<file path="src/hw/aec_pkg.sv">
// Behaviour
// - bit 0 of correctable status latches receiver errors, sticky, write one clears.
// - bit 6 latches corrupted packet detections, sticky, write one clears.
// - bit 7 latches corrupted link packet detections, sticky, write one clears.
// - bit 8 latches replay counter rollover, sticky, write one clears.
// - bit 12 latches replay timer expiry, sticky, write one clears.
// - bit 13 latches advisory non-fatal errors, sticky, write one clears.
// - a set mask bit stops that event being reported to the root complex.
// - advisory non-fatal mask resets to one, all other mask bits to zero.
// - control bits 4:0 hold the sticky read-only first error pointer.
// - control bit 5, crc generation capable, resets to one, writable only unlocked.
// - sticky control bit 6 enables crc generation on transmit, resets to zero.
// - control bit 7, crc check capable, resets to one, writable only unlocked.
// - sticky control bit 8 enables crc checking on receive, resets to zero.
// - header log word 0 captures first header doubleword of first uncorrectable error.
// - header log word 1 captures second header doubleword of first uncorrectable error.
`default_nettype none

package aec_pkg;

	// ************************************************************
	// register offsets (byte addresses)
	// ************************************************************
	localparam int          AEC_ADDR_W       = 12;
	localparam logic [11:0] AEC_OFF_CES      = 12'h110;
	localparam logic [11:0] AEC_OFF_CEM      = 12'h114;
	localparam logic [11:0] AEC_OFF_CTL      = 12'h118;
	localparam logic [11:0] AEC_OFF_HL0      = 12'h11C;
	localparam logic [11:0] AEC_OFF_HL1      = 12'h120;

	// ************************************************************
	// correctable event positions and masks
	// ************************************************************
	localparam int          AEC_NEVT         = 6;
	localparam int          AEC_POS_RCV      = 0;
	localparam int          AEC_POS_BADPKT   = 6;
	localparam int          AEC_POS_BADLNK   = 7;
	localparam int          AEC_POS_ROLL     = 8;
	localparam int          AEC_POS_REPLAY_TIMEOUT_FLAG   = 12;
	localparam int          AEC_POS_ADVNF    = 13;
	localparam int          AEC_EVT_POS [AEC_NEVT] = '{0, 6, 7, 8, 12, 13};
	localparam logic [31:0] AEC_CES_IMPL     = 32'h0000_31C1;
	localparam logic [31:0] AEC_CES_RST      = 32'h0000_0000;
	localparam logic [31:0] AEC_CEM_RST      = 32'h0000_2000;

	// ************************************************************
	// control register fields
	// ************************************************************
	localparam int          AEC_CTL_PTR_LSB  = 0;
	localparam int          AEC_CTL_PTR_W    = 5;
	localparam int          AEC_CTL_GENCAP   = 5;
	localparam int          AEC_CTL_GENEN    = 6;
	localparam int          AEC_CTL_CHKCAP   = 7;
	localparam int          AEC_CTL_CHKEN    = 8;
	localparam logic        AEC_CAP_RST      = 1'b1;
	localparam logic        AEC_EN_RST       = 1'b0;
	localparam logic [4:0]  AEC_PTR_RST      = 5'h00;
	localparam logic [31:0] AEC_HL_RST       = 32'h0000_0000;

endpackage : aec_pkg

`default_nettype wire

</file>
<file path="src/hw/aec_err_capture.sv">
`timescale 1ns/10ps
`default_nettype none

// ************************************************************
// first uncorrectable error pointer and header capture
// ************************************************************
module aec_err_capture
	import aec_pkg::*;
(
	input  wire logic        clk,
	input  wire logic        resetn,
	input  wire logic        cap_req,
	input  wire logic [4:0]  cap_ptr,
	input  wire logic [31:0] cap_hdr0,
	input  wire logic [31:0] cap_hdr1,
	input  wire logic [31:0] uncor_status,
	output var  logic [4:0]  ptr_r,
	output var  logic [31:0] hdr0_r,
	output var  logic [31:0] hdr1_r,
	output var  logic        held_r
);

	logic seen_r;
	logic cur_set;
	logic release_now;
	logic load;

	// the status bit may rise a cycle after capture, so release only
	// once it has been seen set and then cleared by software
	assign cur_set     = uncor_status[ptr_r];
	assign release_now = held_r & seen_r & ~cur_set;
	assign load        = cap_req & (~held_r | release_now);

	// capture and hold are sticky: fundamental reset only
	always_ff @(posedge clk) begin
		if (!resetn) begin
			ptr_r  <= AEC_PTR_RST;
			hdr0_r <= AEC_HL_RST;
			hdr1_r <= AEC_HL_RST;
			held_r <= 1'b0;
			seen_r <= 1'b0;
		end else if (load) begin
			ptr_r  <= cap_ptr;
			hdr0_r <= cap_hdr0;
			hdr1_r <= cap_hdr1;
			held_r <= 1'b1;
			seen_r <= 1'b0;
		end else if (release_now) begin
			held_r <= 1'b0;
			seen_r <= 1'b0;
		end else if (held_r && cur_set) begin
			seen_r <= 1'b1;
		end
	end

endmodule : aec_err_capture

`default_nettype wire

</file>
<file path="src/hw/aec_regs.sv">
// Our own choice: the address-and-strobe port.
`timescale 1ns/10ps
`default_nettype none

// ************************************************************
// correctable error register group of one port
// ************************************************************
module aec_regs
	import aec_pkg::*;
(
	input  wire logic        clk,
	input  wire logic        resetn,
	input  wire logic        link_resetn,
	input  wire logic [11:0] addr,
	input  wire logic [31:0] wdata,
	input  wire logic        wr_stb,
	input  wire logic        rd_stb,
	output var  logic [31:0] rdata,
	input  wire logic        reg_write_unlock,
	input  wire logic        rx_err_evt,
	input  wire logic        bad_pkt_evt,
	input  wire logic        bad_lnk_evt,
	input  wire logic        rply_roll_evt,
	input  wire logic        rply_to_evt,
	input  wire logic        adv_nf_evt,
	input  wire logic        uerr_report,
	input  wire logic [4:0]  uerr_bit,
	input  wire logic [31:0] uerr_hdr0,
	input  wire logic [31:0] uerr_hdr1,
	input  wire logic [31:0] uncor_status,
	output var  logic        cor_report,
	output logic [31:0]      cor_pending,
	output var  logic        crc_gen_enable,
	output var  logic        crc_check_enable,
	output var  logic        log_held
);

	// ************************************************************
	// address decode
	// ************************************************************
	logic sel_ces;
	logic sel_cem;
	logic sel_ctl;
	logic sel_hl0;
	logic sel_hl1;
	logic wr_ces;
	logic wr_cem;
	logic wr_ctl;

	// decode is exact on the full byte address; anything else reads zero
	assign sel_ces = (addr == AEC_OFF_CES);
	assign sel_cem = (addr == AEC_OFF_CEM);
	assign sel_ctl = (addr == AEC_OFF_CTL);
	assign sel_hl0 = (addr == AEC_OFF_HL0);
	assign sel_hl1 = (addr == AEC_OFF_HL1);
	assign wr_ces  = wr_stb & sel_ces;
	assign wr_cem  = wr_stb & sel_cem;
	assign wr_ctl  = wr_stb & sel_ctl;

	// ************************************************************
	// correctable status flags
	// ************************************************************
	logic [AEC_NEVT-1:0] evt_vec;
	logic [AEC_NEVT-1:0] flag_vec;
	logic [AEC_NEVT-1:0] clr_vec;

	// event order follows the bit order of the status register
	assign evt_vec = {adv_nf_evt, rply_to_evt, rply_roll_evt,
			  bad_lnk_evt, bad_pkt_evt, rx_err_evt};

	// each flag sits at its own bit and is cleared by writing one there
	genvar gi;
	generate
		for (gi = 0; gi < AEC_NEVT; gi++) begin : g_flag
			assign clr_vec[gi] = wr_ces & wdata[AEC_EVT_POS[gi]];
			aec_w1c_flag u_flag (
				.clk    (clk),
				.resetn (resetn),
				.set    (evt_vec[gi]),
				.clr    (clr_vec[gi]),
				.q      (flag_vec[gi])
			);
		end
	endgenerate

	logic [31:0] ces_word;

	// scatter flags to their documented positions, rest stays zero
	always_comb begin
		ces_word = AEC_CES_RST;
		for (int i = 0; i < AEC_NEVT; i++) begin
			ces_word[AEC_EVT_POS[i]] = flag_vec[i];
		end
	end

	// ************************************************************
	// correctable mask
	// ************************************************************
	logic [31:0] cem_r;
	logic [31:0] cem_nxt;

	// only implemented bits take write data
	assign cem_nxt = wdata & AEC_CES_IMPL;

	// sticky: a link reset leaves the mask untouched
	always_ff @(posedge clk) begin
		if (!resetn) begin
			cem_r <= AEC_CEM_RST;
		end else if (wr_cem) begin
			cem_r <= cem_nxt;
		end
	end

	// ************************************************************
	// reporting towards the root complex
	// ************************************************************
	logic [31:0] evt_word;
	logic [31:0] unmasked;

	// spread the raw event inputs to their status bit positions
	always_comb begin
		evt_word = 32'h0000_0000;
		for (int i = 0; i < AEC_NEVT; i++) begin
			evt_word[AEC_EVT_POS[i]] = evt_vec[i];
		end
	end

	// a masked event still sets its status flag, it is only not reported
	assign unmasked    = evt_word & ~cem_r;
	assign cor_pending = ces_word & ~cem_r;

	// one-cycle report pulse per cycle with any unmasked event
	always_ff @(posedge clk) begin
		if (!resetn || !link_resetn) begin
			cor_report <= 1'b0;
		end else begin
			cor_report <= |unmasked;
		end
	end

	// ************************************************************
	// control register
	// ************************************************************
	logic gencap_r;
	logic chkcap_r;
	logic ctl_lock_wr;

	// capability bits take write data only while the write lock is open
	assign ctl_lock_wr = wr_ctl & reg_write_unlock;

	// capability bits are not sticky, so link resets restore them too
	always_ff @(posedge clk) begin
		if (!resetn || !link_resetn) begin
			gencap_r <= AEC_CAP_RST;
			chkcap_r <= AEC_CAP_RST;
		end else if (ctl_lock_wr) begin
			gencap_r <= wdata[AEC_CTL_GENCAP];
			chkcap_r <= wdata[AEC_CTL_CHKCAP];
		end
	end

	// enables are sticky and drive the crc datapath directly
	always_ff @(posedge clk) begin
		if (!resetn) begin
			crc_gen_enable   <= AEC_EN_RST;
			crc_check_enable <= AEC_EN_RST;
		end else if (wr_ctl) begin
			crc_gen_enable   <= wdata[AEC_CTL_GENEN];
			crc_check_enable <= wdata[AEC_CTL_CHKEN];
		end
	end

	// ************************************************************
	// first error pointer and header log
	// ************************************************************
	logic [4:0]  ptr_q;
	logic [31:0] hl0_q;
	logic [31:0] hl1_q;

	// held contents ignore later errors until the pointed flag clears
	aec_err_capture u_cap (
		.clk          (clk),
		.resetn       (resetn),
		.cap_req      (uerr_report),
		.cap_ptr      (uerr_bit),
		.cap_hdr0     (uerr_hdr0),
		.cap_hdr1     (uerr_hdr1),
		.uncor_status (uncor_status),
		.ptr_r        (ptr_q),
		.hdr0_r       (hl0_q),
		.hdr1_r       (hl1_q),
		.held_r       (log_held)
	);

	logic [31:0] ctl_word;

	// read-only pointer in 4:0, reserved 31:9 tied low
	always_comb begin
		ctl_word = 32'h0000_0000;
		ctl_word[AEC_CTL_PTR_LSB +: AEC_CTL_PTR_W] = ptr_q;
		ctl_word[AEC_CTL_GENCAP] = gencap_r;
		ctl_word[AEC_CTL_GENEN]  = crc_gen_enable;
		ctl_word[AEC_CTL_CHKCAP] = chkcap_r;
		ctl_word[AEC_CTL_CHKEN]  = crc_check_enable;
	end

	// ************************************************************
	// read path
	// ************************************************************
	logic [31:0] rd_mux;

	// unmapped addresses answer zero rather than stalling the master
	assign rd_mux = sel_ces ? ces_word :
			sel_cem ? cem_r :
			sel_ctl ? ctl_word :
			sel_hl0 ? hl0_q :
			sel_hl1 ? hl1_q :
			32'h0000_0000;

	// data stand only in the cycle after the read strobe
	always_ff @(posedge clk) begin
		if (!resetn) begin
			rdata <= 32'h0000_0000;
		end else if (rd_stb) begin
			rdata <= rd_mux;
		end else begin
			rdata <= 32'h0000_0000;
		end
	end
endmodule : aec_regs

`default_nettype wire

</file>
<file path="src/hw/aec_w1c_flag.sv">
`timescale 1ns/10ps
`default_nettype none

// ************************************************************
// one sticky write-one-to-clear status flag
// ************************************************************
module aec_w1c_flag
	import aec_pkg::*;
(
	input  wire logic clk,
	input  wire logic resetn,
	input  wire logic set,
	input  wire logic clr,
	output var  logic q
);

	logic q_nxt;

	// set wins over a clear in the same cycle so no event is lost
	assign q_nxt = set | (q & ~clr);

	// only the fundamental reset reaches this flop, link resets do not
	always_ff @(posedge clk) begin
		if (!resetn) begin
			q <= 1'b0;
		end else begin
			q <= q_nxt;
		end
	end

endmodule : aec_w1c_flag

`default_nettype wire
</file>
<file path="config.mk">
export PLATFORM = sky130hd
export DESIGN_NAME = aec_regs
export DESIGN_NICKNAME = d
export VERILOG_FILES = /design/src/hw/aec_pkg.sv /design/src/hw/aec_err_capture.sv /design/src/hw/aec_regs.sv /design/src/hw/aec_w1c_flag.sv
export SDC_FILE = /design/constraint.sdc
export NUM_CORES = 1
export LEC_CHECK = 0
export ABC_CLOCK_PERIOD_IN_PS = 2600
export BUFFER_PORTS_ARGS = -buffer_cell sky130_fd_sc_hd__buf_4
export CAP_MARGIN = 20
export CORE_ASPECT_RATIO = 1.1
export CORE_UTILIZATION = 35
export CTS_CLUSTER_SIZE = 12
export DETAILED_ROUTE_END_ITERATION = 8
export HOLD_SLACK_MARGIN = 0.08
export PLACE_DENSITY = 0.57
export SLEW_MARGIN = 25
export SYNTH_ARGS = -nofsm -noshare
export SYNTH_HDL_FRONTEND = slang
export SYNTH_SLANG_ARGS = --single-unit
</file>
<file path="constraint.sdc">
create_clock -name clk -period 2.6 [get_ports clk]
set_input_delay 0.39 -clock clk [delete_from_list [all_inputs] [get_ports clk]]
set_output_delay 0.39 -clock clk [all_outputs]
set_load 0.05 [all_outputs]
</file>
==> metrics <==
final setup vio count 0; most frequent cells after synthesis dfxtp_1, clkbuf_1, nand3_1; core area 19300 um^2; setup_tns 0 ns; full die area 20400 um^2; leakage between 3 and 4 nW; maximum fanout along the worst path 70; fin area 8960 um^2; status finished, final reports clean; CTS tree built; fin. max-slew vios 0; HPWL after DPL 14100 um; final net count approximately 1100; Slowest cell on crit path o41ai_1; Critical Path, Cell by Cell nor2b_1 -> a22oi_1 -> and3_2 -> buf_4 -> o41ai_1 -> o211ai_1; clk_skew 0.00705 ns; Starting DRT DRC Count just under 700; setup bufs post-CTS 0; setup slack at placement about 0.19 ns; Die X about 140 um; CP Buf/Inv Count 1; Syn Inst Count 814; TritonCTS buffer count 17; # hold bufs at CTS 0; Die H between 100 and 150 um; share of layout cells above drive strength 1 a little over a quarter; kind of critical path reg2reg; Longest Clk Path Bufs 2; Hold Fails Final Rpt 0; CP Capture Type flop; final period utilization just under 90%; crit path time final 2.30 ns; final WL approximately 24000 um; Max VDD drop between 0.4 and 0.5 mV; FFs w/ async S/R, synth 0%; synth top area cells dfxtp_1, o41ai_1, a32oi_1; # DRC 0; setup ws final 0.302 ns; first-pass GRT wire length between 30000 and 40000 um; total track usage between 20% and 30%; Wirelength per Cell 20.3 um; DRT Pass-1 Iters 5; Synth top area share 34.6%; I/O pins 226; initial antenna violation count 0; filler cell count around 1900; Slew @ Worst Pin a little under 0.9 ns; largest net degree at the start of global routing ~80; Post-DP Area 8350 um^2; placed cell count roughly 1200; antenna fix cells 0; pwr dens approximately 660 nW/um^2; Slowest Stage Delay on Critical Path around 0.47 ns; Seq/Total Area, Yosys 34.6%; Fmax 435 MHz; Vias per Instance just over 6; Worst-path clk slew ~0.06 ns; mean area per synthesized cell around 8.5 um^2; Worst-Skew Late Latency 0.42 ns; CP Launch Type flop; Post-synth EDFFs 0; fin cells 1182; Slew HR slightly above 40%; Routability Congestion about 0.78; grt ovf 0; vias in the first global route between 6000 and 7000; area delta synth->final 28.9%; Req. time, crit path around 2.9 ns; number of port buffers about 170; Synthesis Warnings 0; most frequent cell after synthesis dfxtp_1; CTS Sinks 120; Synth cell types 42; initial core utilization between 30% and 40%; row count 53; CTS Root Cell clkbuf_16; Hold WC Path Type in2reg; Crit path max-delay family compound AO/OA/AOI/OAI gates; Post-CTS Resized 0; ANT nets after route 0; max cap viols 0; Synth Cell Area slightly below 7000 um^2; RSZ-0062 raised after global routing no; leading area contributor after synthesis dfxtp_1; main flop type after synthesis dfxtp_1; DR vias a little over 7000; # H-tree levels 4; Seq cells post-synth 120; Critical Path AT 2.59 ns
## cells by family (layout without fill, tap and decap cells)
family / count (synthesis) / count (layout) / share of synthesized area (%)
compound gates: 294 / 294 / 33.6
simple gates: 239 / 239 / 18.9
buf+inv: 142 / 238 / 10.3
flops: 120 / 120 / 34.6
mux: 18 / 18 / 2.59
other cells: 1 / 26 / 0.0540
## power breakdown
| part | total, mW | leakage (nW) | internal, mW | switching (mW) |
|---|---|---|---|---|
| combinational | 1.40 | 2.13 | 0.476 | 0.921 |
| clock | 2.45 | 0.306 | 1.60 | 0.852 |
| sequential | 2.11 | 0.983 | 2.01 | 0.0964 |
## final timing paths
check	end	cells after the start	slack, ns	startpoint
max	u_cap.hdr0_r[11]	6	0.30	u_cap.ptr_r[2]
min	gencap_r	2	0.17	link_resetn
max reg2reg	u_cap.hdr0_r[11]	6	0.30	u_cap.ptr_r[2]
min reg2reg	rdata[7]	2	0.48	g_flag[2].u_flag.q
## placed cells by master, fill, tap and decap left out, types with 3 or more instances in the layout
master,instances
buf_4,186
dfxtp_1,120
nand3_1,81
o211ai_1,70
o41ai_1,70
and3_1,69
a32oi_1,69
a22oi_1,36
nor2_1,26
conb_1,26
nand2_1,23
mux2i_1,18
a21oi_1,17
clkbuf_16,17
buf_12,12
nor2b_1,8
nand2b_1,7
inv_1,7
o21ai_1,6
a21boi_1,6
o21a_1,6
clkinv_2,6
or2_2,4
and3_2,4
clkbuf_8,4
nor4_2,3
o22ai_1,3
bufinv_16,3
## registers in the layout, summed over array words and instances (netlist names)
| name | count |
|---|---|
| cem_r | 6 |
| chkcap_r | 1 |
| cor_report | 1 |
| crc_check_enable | 1 |
| crc_gen_enable | 1 |
| g_flag.u_flag.q | 6 |
| gencap_r | 1 |
| rdata | 32 |
| u_cap.hdr0_r | 32 |
| u_cap.hdr1_r | 32 |
| u_cap.held_r | 1 |
| u_cap.ptr_r | 5 |
| u_cap.seen_r | 1 |
## layer usage
layer / global-route usage [%] / share of wire, % / up-vias / wire length [um]
met3: 5.49 / 7.2 / 23 / 1720
met5: 0 / 0 / - / 0
met1: 30.1 / 43 / 3457 / 10400
met2: 36.7 / 48 / 287 / 11600
met4: 6.83 / 1.2 / 0 / 282
li1: - / - / 3422 / -
## layout make-up
| class | instances | area [um^2] | area share (%) |
|---|---|---|---|
| repair buffers | 199 | 1650 | 18.4 |
| flip-flops and latches | 120 | 2400 | 26.8 |
| multi-input cells | 577 | 3960 | 44.2 |
| inverters | 7 | 26.3 | 0.293 |
| clock inverters | 9 | 120 | 1.34 |
| well taps | 247 | 309 | 3.45 |
| clock buffers | 23 | 488 | 5.45 |
## through the flow
step / util (%) / power [mW] / hold slack, ns
final: 46.4 / 5.95 / 0.174
after global routing: 46.4 / 6.19 / 0.171
after CTS: 46.4 / 5.99 / 0.162
after detailed placement: 43.3 / 3.53 / 0.469
after global placement: 43.3 / 3.53 / 0.467
after floorplan: - / 3.13 / 0.429
Note: power is estimated with default switching activity, not from simulation.
